--- src/verilog/input_select_pkg.sv ---
// Constants, field layout and state type of the remappable input selector.
// Assumes a 32-bit APB bus with aligned word registers.
`default_nettype none

package input_select_pkg;

  // Bus geometry
  localparam int ADDR_W   = 12;
  localparam int DATA_W   = 32;
  localparam int STRB_W   = DATA_W / 8;
  localparam int IDX_LSB  = 2;
  localparam int IDX_W    = 4;

  // Pin space: remappable and input-only pins numbered 0 .. NUM_PINS-1
  localparam int NUM_PINS = 47;

  // Selector field layout
  localparam int SEL_W    = 6;
  localparam int HI_LSB   = 8;
  localparam int LO_LSB   = 0;
  localparam int HALF_LO  = 0;
  localparam int HALF_HI  = 1;
  localparam int LANE_LO  = 0;
  localparam int LANE_HI  = 1;
  localparam logic [SEL_W-1:0] SEL_RESET = 6'h3F;

  // Register indices
  localparam int NUM_REGS = 9;
  localparam logic [IDX_W-1:0] IDX_TIMER45   = 4'h0;
  localparam logic [IDX_W-1:0] IDX_CAPTURE12 = 4'h1;
  localparam logic [IDX_W-1:0] IDX_CAPTURE34 = 4'h2;
  localparam logic [IDX_W-1:0] IDX_CAPTURE56 = 4'h3;
  localparam logic [IDX_W-1:0] IDX_CAPTURE78 = 4'h4;
  localparam logic [IDX_W-1:0] IDX_FAULT     = 4'h5;
  localparam logic [IDX_W-1:0] IDX_CAPTURE9  = 4'h6;
  localparam logic [IDX_W-1:0] IDX_SERIAL3   = 4'h7;
  localparam logic [IDX_W-1:0] IDX_SERIAL1   = 4'h8;

  // Byte offsets on the bus
  localparam logic [ADDR_W-1:0] OFS_TIMER45   = 12'h000;
  localparam logic [ADDR_W-1:0] OFS_CAPTURE12 = 12'h004;
  localparam logic [ADDR_W-1:0] OFS_CAPTURE34 = 12'h008;
  localparam logic [ADDR_W-1:0] OFS_CAPTURE56 = 12'h00C;
  localparam logic [ADDR_W-1:0] OFS_CAPTURE78 = 12'h010;
  localparam logic [ADDR_W-1:0] OFS_FAULT     = 12'h014;
  localparam logic [ADDR_W-1:0] OFS_CAPTURE9  = 12'h018;
  localparam logic [ADDR_W-1:0] OFS_SERIAL3   = 12'h01C;
  localparam logic [ADDR_W-1:0] OFS_SERIAL1   = 12'h020;

  // Which halves hold a field; capture 9 and serial 3 have no low field
  localparam logic [NUM_REGS-1:0] IMPL_HI = 9'h1FF;
  localparam logic [NUM_REGS-1:0] IMPL_LO = 9'h13F;

  // Level a peripheral input sees when routed to nothing
  localparam logic INACTIVE_LEVEL = 1'b0;

  typedef logic [SEL_W-1:0] sel_t;

  typedef struct packed {
    sel_t [NUM_REGS-1:0][1:0]   sel;
    logic [NUM_PINS-1:0]        pin_s1;
    logic [NUM_PINS-1:0]        pin_s2;
    logic [NUM_REGS-1:0][1:0]   route;
    logic [DATA_W-1:0]          rdata;
  } state_t;

  localparam state_t STATE_RESET = '{
    sel:    {(NUM_REGS * 2){SEL_RESET}},
    pin_s1: '0,
    pin_s2: '0,
    route:  {(NUM_REGS * 2){INACTIVE_LEVEL}},
    rdata:  32'h0000_0000
  };

endpackage : input_select_pkg

`default_nettype wire

--- src/verilog/remappable_input_select.sv ---
// Input-side pin routing: APB-programmed 6-bit selectors pick which
// remappable pin feeds each peripheral input.
// Assumes pins arrive asynchronously; lock and analog flags come from
// logic on the same clock.
//
// Added by the designer: the APB interface to the registers and the register addresses.
`timescale 1ns/1ps
`default_nettype none

module remappable_input_select
  import input_select_pkg::*;
(
  // Clock, reset, enable
  input  wire logic                 CLK,
  input  wire logic                 RST_N,
  input  wire logic                 CE,
  // APB slave
  input  wire logic                 PSEL,
  input  wire logic                 PENABLE,
  input  wire logic                 PWRITE,
  input  wire logic [ADDR_W-1:0]    PADDR,
  input  wire logic [DATA_W-1:0]    PWDATA,
  input  wire logic [STRB_W-1:0]    PSTRB,
  output logic                      PREADY,
  output logic                      PSLVERR,
  output logic      [DATA_W-1:0]    PRDATA,
  // Lock and pin configuration
  input  wire logic                 ROUTING_LOCK,
  input  wire logic [NUM_PINS-1:0]  ANALOG_SEL,
  // Remappable and input-only pins
  input  wire logic [NUM_PINS-1:0]  REMAPPABLE_PIN,
  // Routed peripheral inputs
  output logic                      TIMER4_EXT_CLOCK,
  output logic                      TIMER5_EXT_CLOCK,
  output logic                      CAPTURE_CH1,
  output logic                      CAPTURE_CH2,
  output logic                      CAPTURE_CH3,
  output logic                      CAPTURE_CH4,
  output logic                      CAPTURE_CH5,
  output logic                      CAPTURE_CH6,
  output logic                      CAPTURE_CH7,
  output logic                      CAPTURE_CH8,
  output logic                      CAPTURE_CH9,
  output logic                      COMPARE_FAULT_A,
  output logic                      COMPARE_FAULT_B,
  output logic                      SERIAL3_RECEIVE,
  output logic                      SERIAL1_RECEIVE,
  output logic                      SERIAL1_CLEAR_TO_SEND
);

  state_t              state_q;
  state_t              state_d;
  logic [IDX_W-1:0]    reg_idx;
  logic                addr_hit;
  logic                setup_phase;
  logic                access_phase;
  logic                write_ok;
  wire logic [NUM_REGS-1:0][1:0] picked;

  // Address decode: aligned words inside the register window only
  always_comb
  begin
    reg_idx  = PADDR[IDX_LSB +: IDX_W];
    addr_hit = 1'b0;
    case (PADDR)
      OFS_TIMER45,
      OFS_CAPTURE12,
      OFS_CAPTURE34,
      OFS_CAPTURE56,
      OFS_CAPTURE78,
      OFS_FAULT,
      OFS_CAPTURE9,
      OFS_SERIAL3,
      OFS_SERIAL1: addr_hit = 1'b1;
      default:     addr_hit = 1'b0;
    endcase
  end

  assign setup_phase  = PSEL && !PENABLE;
  assign access_phase = PSEL && PENABLE;

  assign write_ok = access_phase && PWRITE && addr_hit && !ROUTING_LOCK;

  always_comb
  begin
    int   r;
    r       = 0;
    state_d = state_q;

    // Two-flop pin synchroniser
    state_d.pin_s1 = REMAPPABLE_PIN;
    state_d.pin_s2 = state_q.pin_s1;

    // only implemented fields take write data, per byte lane
    if (write_ok)
    begin
      for (r = 0; r < NUM_REGS; r++)
      begin
        if (reg_idx == IDX_W'(r))
        begin
          if (IMPL_HI[r] && PSTRB[LANE_HI])
          begin
            state_d.sel[r][HALF_HI] = PWDATA[HI_LSB +: SEL_W];
          end
          // no low field in capture 9
          // no low field in serial 3
          if (IMPL_LO[r] && PSTRB[LANE_LO])
          begin
            state_d.sel[r][HALF_LO] = PWDATA[LO_LSB +: SEL_W];
          end
        end
      end
    end

    // Read data captured in the setup cycle; unimplemented bits zero
    if (setup_phase && !PWRITE)
    begin
      state_d.rdata = 32'h0000_0000;
      if (addr_hit)
      begin
        for (r = 0; r < NUM_REGS; r++)
        begin
          if (reg_idx == IDX_W'(r))
          begin
            if (IMPL_HI[r])
            begin
              state_d.rdata[HI_LSB +: SEL_W] = state_q.sel[r][HALF_HI];
            end
            if (IMPL_LO[r])
            begin
              state_d.rdata[LO_LSB +: SEL_W] = state_q.sel[r][HALF_LO];
            end
          end
        end
      end
    end

    // Routing flops take the level each field picks
    state_d.route = picked;
  end

  pin_pick #(.LIVE(IMPL_HI[IDX_TIMER45])) i_pick_timer5 (
    .sel          (state_q.sel[IDX_TIMER45][HALF_HI]),
    .pins         (state_q.pin_s2),
    .analog_flags (ANALOG_SEL),
    .level        (picked[IDX_TIMER45][HALF_HI])
  );
  pin_pick #(.LIVE(IMPL_LO[IDX_TIMER45])) i_pick_timer4 (
    .sel          (state_q.sel[IDX_TIMER45][HALF_LO]),
    .pins         (state_q.pin_s2),
    .analog_flags (ANALOG_SEL),
    .level        (picked[IDX_TIMER45][HALF_LO])
  );
  pin_pick #(.LIVE(IMPL_HI[IDX_CAPTURE12])) i_pick_capture2 (
    .sel          (state_q.sel[IDX_CAPTURE12][HALF_HI]),
    .pins         (state_q.pin_s2),
    .analog_flags (ANALOG_SEL),
    .level        (picked[IDX_CAPTURE12][HALF_HI])
  );
  pin_pick #(.LIVE(IMPL_LO[IDX_CAPTURE12])) i_pick_capture1 (
    .sel          (state_q.sel[IDX_CAPTURE12][HALF_LO]),
    .pins         (state_q.pin_s2),
    .analog_flags (ANALOG_SEL),
    .level        (picked[IDX_CAPTURE12][HALF_LO])
  );
  pin_pick #(.LIVE(IMPL_HI[IDX_CAPTURE34])) i_pick_capture4 (
    .sel          (state_q.sel[IDX_CAPTURE34][HALF_HI]),
    .pins         (state_q.pin_s2),
    .analog_flags (ANALOG_SEL),
    .level        (picked[IDX_CAPTURE34][HALF_HI])
  );
  pin_pick #(.LIVE(IMPL_LO[IDX_CAPTURE34])) i_pick_capture3 (
    .sel          (state_q.sel[IDX_CAPTURE34][HALF_LO]),
    .pins         (state_q.pin_s2),
    .analog_flags (ANALOG_SEL),
    .level        (picked[IDX_CAPTURE34][HALF_LO])
  );
  pin_pick #(.LIVE(IMPL_HI[IDX_CAPTURE56])) i_pick_capture6 (
    .sel          (state_q.sel[IDX_CAPTURE56][HALF_HI]),
    .pins         (state_q.pin_s2),
    .analog_flags (ANALOG_SEL),
    .level        (picked[IDX_CAPTURE56][HALF_HI])
  );
  pin_pick #(.LIVE(IMPL_LO[IDX_CAPTURE56])) i_pick_capture5 (
    .sel          (state_q.sel[IDX_CAPTURE56][HALF_LO]),
    .pins         (state_q.pin_s2),
    .analog_flags (ANALOG_SEL),
    .level        (picked[IDX_CAPTURE56][HALF_LO])
  );
  pin_pick #(.LIVE(IMPL_HI[IDX_CAPTURE78])) i_pick_capture8 (
    .sel          (state_q.sel[IDX_CAPTURE78][HALF_HI]),
    .pins         (state_q.pin_s2),
    .analog_flags (ANALOG_SEL),
    .level        (picked[IDX_CAPTURE78][HALF_HI])
  );
  pin_pick #(.LIVE(IMPL_LO[IDX_CAPTURE78])) i_pick_capture7 (
    .sel          (state_q.sel[IDX_CAPTURE78][HALF_LO]),
    .pins         (state_q.pin_s2),
    .analog_flags (ANALOG_SEL),
    .level        (picked[IDX_CAPTURE78][HALF_LO])
  );
  pin_pick #(.LIVE(IMPL_HI[IDX_FAULT])) i_pick_fault_b (
    .sel          (state_q.sel[IDX_FAULT][HALF_HI]),
    .pins         (state_q.pin_s2),
    .analog_flags (ANALOG_SEL),
    .level        (picked[IDX_FAULT][HALF_HI])
  );
  pin_pick #(.LIVE(IMPL_LO[IDX_FAULT])) i_pick_fault_a (
    .sel          (state_q.sel[IDX_FAULT][HALF_LO]),
    .pins         (state_q.pin_s2),
    .analog_flags (ANALOG_SEL),
    .level        (picked[IDX_FAULT][HALF_LO])
  );
  // capture 9 field, low half dead
  pin_pick #(.LIVE(IMPL_HI[IDX_CAPTURE9])) i_pick_capture9 (
    .sel          (state_q.sel[IDX_CAPTURE9][HALF_HI]),
    .pins         (state_q.pin_s2),
    .analog_flags (ANALOG_SEL),
    .level        (picked[IDX_CAPTURE9][HALF_HI])
  );
  pin_pick #(.LIVE(IMPL_LO[IDX_CAPTURE9])) i_pick_capture9_spare (
    .sel          (state_q.sel[IDX_CAPTURE9][HALF_LO]),
    .pins         (state_q.pin_s2),
    .analog_flags (ANALOG_SEL),
    .level        (picked[IDX_CAPTURE9][HALF_LO])
  );
  // serial 3 receive field, low half dead
  pin_pick #(.LIVE(IMPL_HI[IDX_SERIAL3])) i_pick_serial3_receive (
    .sel          (state_q.sel[IDX_SERIAL3][HALF_HI]),
    .pins         (state_q.pin_s2),
    .analog_flags (ANALOG_SEL),
    .level        (picked[IDX_SERIAL3][HALF_HI])
  );
  pin_pick #(.LIVE(IMPL_LO[IDX_SERIAL3])) i_pick_serial3_spare (
    .sel          (state_q.sel[IDX_SERIAL3][HALF_LO]),
    .pins         (state_q.pin_s2),
    .analog_flags (ANALOG_SEL),
    .level        (picked[IDX_SERIAL3][HALF_LO])
  );
  pin_pick #(.LIVE(IMPL_HI[IDX_SERIAL1])) i_pick_serial1_clear_to_send (
    .sel          (state_q.sel[IDX_SERIAL1][HALF_HI]),
    .pins         (state_q.pin_s2),
    .analog_flags (ANALOG_SEL),
    .level        (picked[IDX_SERIAL1][HALF_HI])
  );
  pin_pick #(.LIVE(IMPL_LO[IDX_SERIAL1])) i_pick_serial1_receive (
    .sel          (state_q.sel[IDX_SERIAL1][HALF_LO]),
    .pins         (state_q.pin_s2),
    .analog_flags (ANALOG_SEL),
    .level        (picked[IDX_SERIAL1][HALF_LO])
  );

  always_ff @(posedge CLK)
  begin
    if (!RST_N)
    begin
      state_q <= STATE_RESET;
    end
    else if (CE)
    begin
      state_q <= state_d;
    end
  end

  // Zero-wait APB answer; unmapped addresses raise an error
  assign PREADY  = access_phase;
  assign PSLVERR = access_phase && !addr_hit;
  assign PRDATA  = state_q.rdata;

  // outputs only feed peripherals; no enable or pin control leaves here
  assign TIMER5_EXT_CLOCK      = state_q.route[IDX_TIMER45][HALF_HI];
  assign TIMER4_EXT_CLOCK      = state_q.route[IDX_TIMER45][HALF_LO];
  assign CAPTURE_CH2           = state_q.route[IDX_CAPTURE12][HALF_HI];
  assign CAPTURE_CH1           = state_q.route[IDX_CAPTURE12][HALF_LO];
  assign CAPTURE_CH4           = state_q.route[IDX_CAPTURE34][HALF_HI];
  assign CAPTURE_CH3           = state_q.route[IDX_CAPTURE34][HALF_LO];
  assign CAPTURE_CH6           = state_q.route[IDX_CAPTURE56][HALF_HI];
  assign CAPTURE_CH5           = state_q.route[IDX_CAPTURE56][HALF_LO];
  assign CAPTURE_CH8           = state_q.route[IDX_CAPTURE78][HALF_HI];
  assign CAPTURE_CH7           = state_q.route[IDX_CAPTURE78][HALF_LO];
  assign COMPARE_FAULT_B       = state_q.route[IDX_FAULT][HALF_HI];
  assign COMPARE_FAULT_A       = state_q.route[IDX_FAULT][HALF_LO];
  assign CAPTURE_CH9           = state_q.route[IDX_CAPTURE9][HALF_HI];
  assign SERIAL3_RECEIVE       = state_q.route[IDX_SERIAL3][HALF_HI];
  assign SERIAL1_CLEAR_TO_SEND = state_q.route[IDX_SERIAL1][HALF_HI];
  assign SERIAL1_RECEIVE       = state_q.route[IDX_SERIAL1][HALF_LO];

endmodule : remappable_input_select

// One selector field: the level of the pin its value names, or inactive.
module pin_pick
  import input_select_pkg::*;
#(
  parameter bit LIVE = 1'b1
)
(
  // Field value
  input  wire logic [SEL_W-1:0]    sel,
  // Synchronised pin levels and analog flags
  input  wire logic [NUM_PINS-1:0] pins,
  input  wire logic [NUM_PINS-1:0] analog_flags,
  // Picked level
  output logic                     level
);

  always_comb
  begin
    // no such pin, or no field behind this input
    if (!LIVE || (int'(sel) >= NUM_PINS))
    begin
      level = INACTIVE_LEVEL;
    end
    else if (analog_flags[sel])
    begin
      level = INACTIVE_LEVEL;
    end
    else
    begin
      level = pins[sel];
    end
  end

endmodule : pin_pick

`default_nettype wire
--- config.mk ---
export PLATFORM = sky130hd
export DESIGN_NAME = remappable_input_select
export DESIGN_NICKNAME = d
export VERILOG_FILES = /design/src/verilog/input_select_pkg.sv /design/src/verilog/remappable_input_select.sv
export SDC_FILE = /design/constraint.sdc
export NUM_CORES = 1
export LEC_CHECK = 0
export BUFFER_PORTS_ARGS = -buffer_cell sky130_fd_sc_hd__buf_4
export CAP_MARGIN = 40
export CORE_MARGIN = 5
export CORE_UTILIZATION = 25
export DETAILED_ROUTE_END_ITERATION = 6
export SYNTH_ARGS = -nofsm -noshare
export SYNTH_HDL_FRONTEND = slang
export SYNTH_SLANG_ARGS = --single-unit
--- constraint.sdc ---
create_clock -name CLK -period 3 [get_ports CLK]
set_clock_uncertainty 0.15 [all_clocks]
set_input_delay 0.6 -clock CLK [delete_from_list [all_inputs] [get_ports CLK]]
set_output_delay 0.6 -clock CLK [all_outputs]
set_load 0.01 [all_outputs]
; ---- Word level (Yosys, flattened, before mapping)
; Cells that the tools add are included.
[word_totals]
ff_bits = 218
word_cells = 222
input_bits = 149
[classes]
n_reduce_logical = 31
n_eq_ne = 16
mux = 115
magnitude_cmp = 32
[ops]
columns = op, n
row1 = 1-bit binary-select mux with 6-bit select, 32
row2 = 6-bit by 7-bit less-than comparator with 1-bit output (second input constant), 16
row3 = 6-bit two-way mux, 18
row4 = 6-bit >= comparator (second input constant), 16
row5 = 1-bit two-way mux, 65
row6 = 4-bit AND reduction, 16
row7 = 12-bit by 5-bit equality test with 1-bit output (second input constant), 4
row8 = 12-bit by 4-bit equality test with 1-bit output (second input constant), 2
row9 = 4-bit by 3-bit equality test with 1-bit output (second input constant), 4
row10 = 12-bit by 3-bit equality test with 1-bit output (second input constant), 1
row11 = 12-bit by 6-bit equality test with 1-bit output (second input constant), 1
row12 = 12-bit zero test, 1
row13 = 9-bit OR reduction, 1
row14 = 4-bit by 2-bit equality test with 1-bit output (second input constant), 2
row15 = 1-bit logical AND, 7
row16 = 4-bit by 1-bit equality test with 1-bit output (second input constant), 1
row17 = 4-bit equality test (second input constant), 1
row18 = 1-bit zero test, 4
row19 = 4-bit zero test, 1
row20 = 2-bit AND reduction, 1

; ---- Depth between registers and ports, before layout
; Gate-level depths: netlist (run 1).
[logic_depth]
ltp_word = 11
ltp_mapped = 9
ltp_nobuf = 6

; ---- By module
; A second synthesis (run 1) with hierarchy kept.
[unflattened]
hier_cells = 2677
hier_area_um2 = 21438.1
[modules_own_cells]
columns = mod, area_per_inst_um2, cells_per_inst, instances
row1 = pin_pick, 749.5, 109, 16
row2 = remappable_input_select, 9446.6, 933, 1

; ---- Least setup slack after synthesis (run 1)
; Ideal clock, no wire load.
[synth_timing]
path_kind = input to register
startpoint = input port ANALOG_SEL[29]
endpoint = register state_q, in the netlist TIMER5_EXT_CLOCK
setup_slack_ns = 0.520
setup_ns = 0.059
n_path_buf = 0
stages = 6
t_arrival_ns = 2.272
required_ns = 2.791
path_cell_list = nand2b_2 -> mux4_1 -> mux4_2 -> or3b_1 -> a21oi_1 -> a31o_1
[synth_between]
elab_chain_len = 4
[synth_rtl]
columns = element, line
row1 = "start, declared", remappable_input_select.sv:29  ; input wire logic [NUM_PINS-1:0] ANALOG_SEL,
row2 = 1-bit binary-select mux with 6-bit select, remappable_input_select.sv:313  ; else if (analog_flags[sel])
row3 = 1-bit two-way mux (implied by the code), remappable_input_select.sv:313
row4 = 1-bit two-way mux, remappable_input_select.sv:313
row5 = 1-bit two-way mux, remappable_input_select.sv:309  ; if (!LIVE || (int'(sel) >= NUM_PINS))
row6 = "end signal, assigned", remappable_input_select.sv:261  ; state_q <= state_d;
row7 = "end, declared", remappable_input_select.sv:51  ; state_t state_q;
; No other way between the ends. The select of a mux whose other input is x is not followed.
; A chain may end at the register's enable or synchronous reset.

; ---- Worst setup path after layout (run 1)
[layout_timing]
startpoint = register state_q[145] in the netlist's numbering
endpoint = register state_q, in the netlist TIMER4_EXT_CLOCK
[layout_between]
elab_chain_len = 4
elab_cells_between_ends = 7
cone_classes = order compare (1) / mux (6)
[layout_rtl]
columns = element, line
row1 = 1-bit binary-select mux with 6-bit select (on tied branches), "remappable_input_select.sv:319, remappable_input_select.sv:313"
row2 = 1-bit two-way mux (on tied branches), "remappable_input_select.sv:319, remappable_input_select.sv:313"
row3 = 1-bit two-way mux, remappable_input_select.sv:313
row4 = 1-bit two-way mux (*), remappable_input_select.sv:309
; Every way passes the cells marked *; elsewhere a longest branch is shown, timed or not. The select of a mux whose other input is x is not followed.

==> results.sh, run 1 <==
export IMPL_status="finished clean"
export IMPL_gp_congestion=1.04
export IMPL_power_density_nw_per_um2=347
export IMPL_drtAntennaViolNets=0
export IMPL_synth_xor_area_share_pct=0
export IMPL_grt_first_pass_wirelength_um=109000
export IMPL_rsz0062_at_grt="no"
export IMPL_slowest_delay_ns=0.89
export IMPL_critPathBufInv=0
export IMPL_drive_gt1_share_pct=31.8
export IMPL_syn_inst=1683
export IMPL_via_count=15700
export IMPL_nets=2003
export IMPL_netlist_area_um2=17000
export IMPL_first_global_vias=15400
export IMPL_wl_met3_um=8090
export IMPL_synth_top_family_by_area="multiplexers"
export IMPL_synth_edff_count=0
export IMPL_top_register="state_q"
export IMPL_finalHoldViolCount=0
export IMPL_synth_fa_ha_area_share_pct=0
export IMPL_dp_hpwl_um=57100
export IMPL_rows=95
export IMPL_ir_worst_vdd_mv=0.364
export IMPL_die_w_um=271
export IMPL_met2_length_um=32800
export IMPL_cts_tree="built"
export IMPL_arrival_ns=3.01
export IMPL_path_cells="mux4_2 -> mux4_2 -> or2_0 -> a21oi_1 -> o221a_1"
export IMPL_netlist_top_cells_count="mux2i_1 (237), dfxtp_1 (218), mux4_2 (181)"
export IMPL_wl_per_cell_um=27.3
export IMPL_die_h_um=271
export IMPL_clk_latency_ns=0.58
export IMPL_syn2layout_area_growth_pct=21.8
export IMPL_cp_slowest_cell="dfxtp_1"
export IMPL_fin_crit_ns=2.64
export IMPL_synth_compound_area_share_pct=9.86
export IMPL_post_cts_buffers=0
export IMPL_synth_warnings=0
export IMPL_ys_seq_elements=218
export IMPL_n_antenna_cell=0
export IMPL_max_freq_ghz=0.378
export IMPL_route_detailed_drc=0
export IMPL_critical_path_top_delay_family="multiplexers"
export IMPL_worst_slew_pin_slew_ns=0.906
export IMPL_yosysTopAreaCell="dfxtp_1"
export IMPL_maxCapViolCount=0
export IMPL_clockBufferDepth=3
export IMPL_cts_hold_buf=0
export IMPL_setup_viol=0
export IMPL_clockRootBuffer="clkbuf_16"
export IMPL_synth_area_top_cells="dfxtp_1 (26%), mux4_2 (24%), mux2i_1 (14%)"
export IMPL_required_ns=3.37
export IMPL_start_kind="flip-flop"
export IMPL_yosysTopAreaCellShare_pct=25.7
export IMPL_hold_ws_ns=0.133
export IMPL_cts_made_buffers=27
export IMPL_stdcell_count=2746
export IMPL_top_layer_used="met4"
export IMPL_slew_violations=0
export IMPL_synthSimpleGateAreaFrac_pct=17.5
export IMPL_finalSetupTns_ns=0
export IMPL_muxShareOfSynthArea_pct=41.0
export IMPL_clock_sinks=218
export IMPL_cts_resized=0
export IMPL_overflow=0
export IMPL_yosysSeqAreaShare_pct=25.7
export IMPL_grt_max_degree=124
export IMPL_synth_area_per_cell_um2=10.1
export IMPL_largest_reg_flops=143
export IMPL_wl_um=75100
export IMPL_grt_antenna_before_repair=0
export IMPL_async_flop_share_pct=0
export IMPL_period_share_pct=88.1
export IMPL_firstDrtPassIters=6
export IMPL_synth_most_common_cell="mux2i_1"
export IMPL_place_area_um2=19800
export IMPL_hold_path_class="in -> reg"
export IMPL_critPathCaptureType="flip-flop"
export IMPL_static_leakage_power_nw=8.00
export IMPL_fin_util_pct=30.8
export IMPL_core_area_um2=67300
export IMPL_fin_area_um2=20700
export IMPL_fp_dieArea_um2=73300
export IMPL_crit_path_max_fanout=13
export IMPL_ios=199
export IMPL_synthFlopType="dfxtp_1"
export IMPL_critPathMostFrequentCell="mux4_2"
export IMPL_place_inst=2698
export IMPL_gr_usage_all_layers_pct=19.5
export IMPL_relSlewSlack_pct=39.5
export IMPL_via_per_inst=5.70
export IMPL_initial_core_util_pct=25.3
export IMPL_cts_htree_levels=1
export IMPL_synth_cell_types=83
export IMPL_nFillCells=6951
export IMPL_clk_pin_slew_ns=0.06
export IMPL_path_class="reg -> reg"
export IMPL_io_buffers=156
export IMPL_wl_met1_um=31200
export IMPL_drt_iter0_drc=2093
## stage by stage
stage | power (W) | setup slack [ns]
after CTS | 0.00725 | 0.364
after floorplan | 0.00354 | 0.520
after global placement | 0.00390 | 0.0417
after detailed placement | 0.00392 | 0.0666
final | 0.00718 | 0.356
after global routing | 0.00744 | 0.239
## cells by family after synthesis
kind of cell | after synthesis
other cells | 1
buf+inv | 224
flops | 218
compound gates | 229
simple gates | 562
mux | 449
## metal layers
metal	vias to the layer above	GRT usage (%)
met5	-	0
met4	0	6.52
met3	170	5.55
met2	992	29.7
met1	7807	26.7
li1	6687	-
## report_power, final
group	internal [W]	switching [W]	leakage [nW]
Combinational	0.000413	0.000444	5.79
Sequential	0.00296	0.0000511	1.77
Clock	0.00193	0.00139	0.438
Total	0.00530	0.00189	8.00
## layout make-up
type	instances	area, um^2	share of cell area (%)
tap	873	1090	5.28
inverter	21	78.8	0.381
multi-input combinational	1260	11700	56.4
timing repair buffer	326	2580	12.5
sequential	218	4360	21.1
clock inverter	11	120	0.580
clock buffer	37	783	3.78
## worst paths after layout
check	end	start	slack, ns	cells after the start
setup reg to reg	TIMER4_EXT_CLOCK$_SDFFE_PN0P_	state_q[145]$_SDFFE_PN1P_	0.36	5
hold reg to reg	PRDATA[9]$_SDFFE_PN0P_	PRDATA[9]$_SDFFE_PN0P_	0.32	2
setup / recovery	TIMER4_EXT_CLOCK$_SDFFE_PN0P_	state_q[145]$_SDFFE_PN1P_	0.36	5
hold / removal	state_d[58]$_SDFFE_PN0P_	REMAPPABLE_PIN[8]	0.13	3
## cell usage in the layout, fill, tap and decap left out, types with 11 or more instances in the layout
master     synthesis  layout
nor2_1            66      66
o21ai_0           36      36
conb_1             1      20
mux4_2           181     181
nand3_1           30      30
inv_1             17      17
clkbuf_16          0      27
nand2b_1          54      54
nor2b_1          142     142
buf_4             20     314
mux2_2            19      19
o211ai_1          20      20
a2111oi_0         13      13
a21oi_1           24      24
nor3_1            22      22
a211oi_1          12      12
mux2i_1          237     237
mux4_1            11      11
dfxtp_1          218     218
nand2_1          162     162
o31ai_1           13      13
## tightest hold or removal path, stage by stage
cell     delay (ns)
buf_4          0.07
mux2i_1        0.05
nor2b_1        0.09
Note: power is estimated with default switching activity, not from simulation.
==> inputs of run 2 (changes only) <==
==> constraint.sdc (replaced) <==
create_clock -name CLK -period 3 [get_ports CLK]
set_clock_uncertainty 0.15 [all_clocks]
set_input_delay 0.6 -clock CLK [delete_from_list [all_inputs] [get_ports CLK]]
set_output_delay 0.6 -clock CLK [all_outputs]
set_load 0.1 [all_outputs]
==> run 2 against run 1 <==
Critical path depth unchanged. Via count decreased by 1.7%. Combinational power increased by 13%. Maximum frequency decreased by 2.3%. Clock-buffer cell count decreased by 4. Critical path type unchanged. Largest power group unchanged. Highest routed layer unchanged.
==> results.sh, run 2 (same netlist as run 1, synthesis figures left out) <==
export IMPL_status="finished clean"
export IMPL_slew_violations=0
export IMPL_clockRootBuffer="clkbuf_16"
export IMPL_required_ns=3.37
export IMPL_dp_hpwl_um=56000
export IMPL_reg2reg_from="state_q[146]$_SDFFE_PN1P_"
export IMPL_top_register="state_q"
export IMPL_core_area_um2=67300
export IMPL_first_global_vias=15100
export IMPL_io_buffers=156
export IMPL_route_detailed_drc=0
export IMPL_via_count=15400
export IMPL_multi_input_area_um2=11700
export IMPL_wl_um=72700
export IMPL_largest_reg_flops=143
export IMPL_critPathCaptureType="flip-flop"
export IMPL_drt_iter0_drc=1656
export IMPL_firstDrtPassIters=6
export IMPL_fin_crit_ns=2.71
export IMPL_setup_ws_ns=0.295
export IMPL_die_h_um=271
export IMPL_hold_path_class="in -> reg"
export IMPL_static_leakage_power_nw=8.01
export IMPL_gr_usage_all_layers_pct=19.0
export IMPL_die_w_um=271
export IMPL_drive_gt1_share_pct=32.0
export IMPL_clockBufferDepth=3
export IMPL_cts_tree="built"
export IMPL_fin_area_um2=20700
export IMPL_power_density_nw_per_um2=347
export IMPL_r2r_slack_ns=0.29
export IMPL_ir_worst_vdd_mv=0.416
export IMPL_rows=95
export IMPL_cts_hold_buf=0
export IMPL_cts_htree_levels=1
export IMPL_grt_max_degree=87
export IMPL_clk_pin_slew_ns=0.06
export IMPL_ios=199
export IMPL_setup_viol=0
export IMPL_arrival_ns=3.08
export IMPL_final_common_cell="buf_4"
export IMPL_crit_path_start="state_q[146]$_SDFFE_PN1P_"
export IMPL_overflow=0
export IMPL_nets=2007
export IMPL_finalHoldViolCount=0
export IMPL_wl_per_cell_um=26.4
export IMPL_post_cts_buffers=0
export IMPL_fp_dieArea_um2=73300
export IMPL_initial_core_util_pct=25.3
export IMPL_via_per_inst=5.59
export IMPL_place_area_um2=19900
export IMPL_gp_congestion=1.02
export IMPL_grt_antenna_before_repair=2
export IMPL_grt_first_pass_wirelength_um=106000
export IMPL_path_class="reg -> reg"
export IMPL_rsz0062_at_grt="no"
export IMPL_clk_latency_ns=0.58
export IMPL_cts_resized=0
export IMPL_cts_made_buffers=26
export IMPL_start_kind="flip-flop"
export IMPL_drtAntennaViolNets=0
export IMPL_period_share_pct=90.2
export IMPL_register_area_um2=4360
export IMPL_finalSetupTns_ns=0
export IMPL_maxCapViolCount=0
export IMPL_nFillCells=6970
export IMPL_relSlewSlack_pct=43.6
export IMPL_crit_path_max_fanout=8
export IMPL_max_freq_ghz=0.370
export IMPL_mostFrequentLayoutCells="buf_4 (318), mux2i_1 (237), dfxtp_1 (218)"
export IMPL_pre_cts_slack_ns=0.0302
export IMPL_syn2layout_area_growth_pct=21.8
export IMPL_min_from="REMAPPABLE_PIN[36]"
export IMPL_clock_sinks=218
export IMPL_worst_slew_pin_slew_ns=0.844
## run 2: layout make-up
class	instances	area share (%)
inverter	21	0.381
timing repair buffer	331	12.7
clock buffer	33	3.51
sequential	218	21.1
multi-input combinational	1260	56.4
antenna	1	0.0121
clock inverter	14	0.610
tap	873	5.27
## run 2: final timing paths
check                                       end  depth (start not counted)
setup / recovery  TIMER4_EXT_CLOCK$_SDFFE_PN0P_                          5
hold / removal         state_d[86]$_SDFFE_PN0P_                          3
setup reg to reg  TIMER4_EXT_CLOCK$_SDFFE_PN0P_                          5
hold reg to reg          PRDATA[8]$_SDFFE_PN0P_                          2
## run 2: per-layer routing
metal / vias to the layer above / track usage (%) / share of wire [%]
met1: 7659 / 26.3 / 42
li1: 6695 / - / -
met2: 864 / 29.2 / 44
met4: 0 / 7.24 / 4.6
met3: 173 / 3.80 / 9.7
met5: - / 0 / 0
## run 2: where the power goes
group / switching (W) / total (W) / leakage [nW] / internal [W]
clock network: 0.00141 / 0.00322 / 0.421 / 0.00181
registers: 0.0000517 / 0.00301 / 1.77 / 0.00296
logic: 0.000553 / 0.000968 / 5.82 / 0.000415
total: 0.00201 / 0.00719 / 8.01 / 0.00518
## run 2: worst max-delay path, cell delays in order (launching register included)
cell     delay, ns
dfxtp_1       0.77
mux4_2        0.64
mux4_2        0.50
or2_0         0.21
a21oi_1       0.19
o221a_1       0.20
## run 2: metrics by stage
step	util [%]	std cells	total power [W]	hold slack, ns
2_1_floorplan	-	1702	0.00367	0.309
3_3_place_gp	29.5	2701	0.00402	0.310
3_5_place_dp	29.5	2703	0.00403	0.310
4_1_cts	30.8	2750	0.00726	0.103
5_1_grt	30.8	2750	0.00743	0.122
6_report	30.8	2751	0.00719	0.131
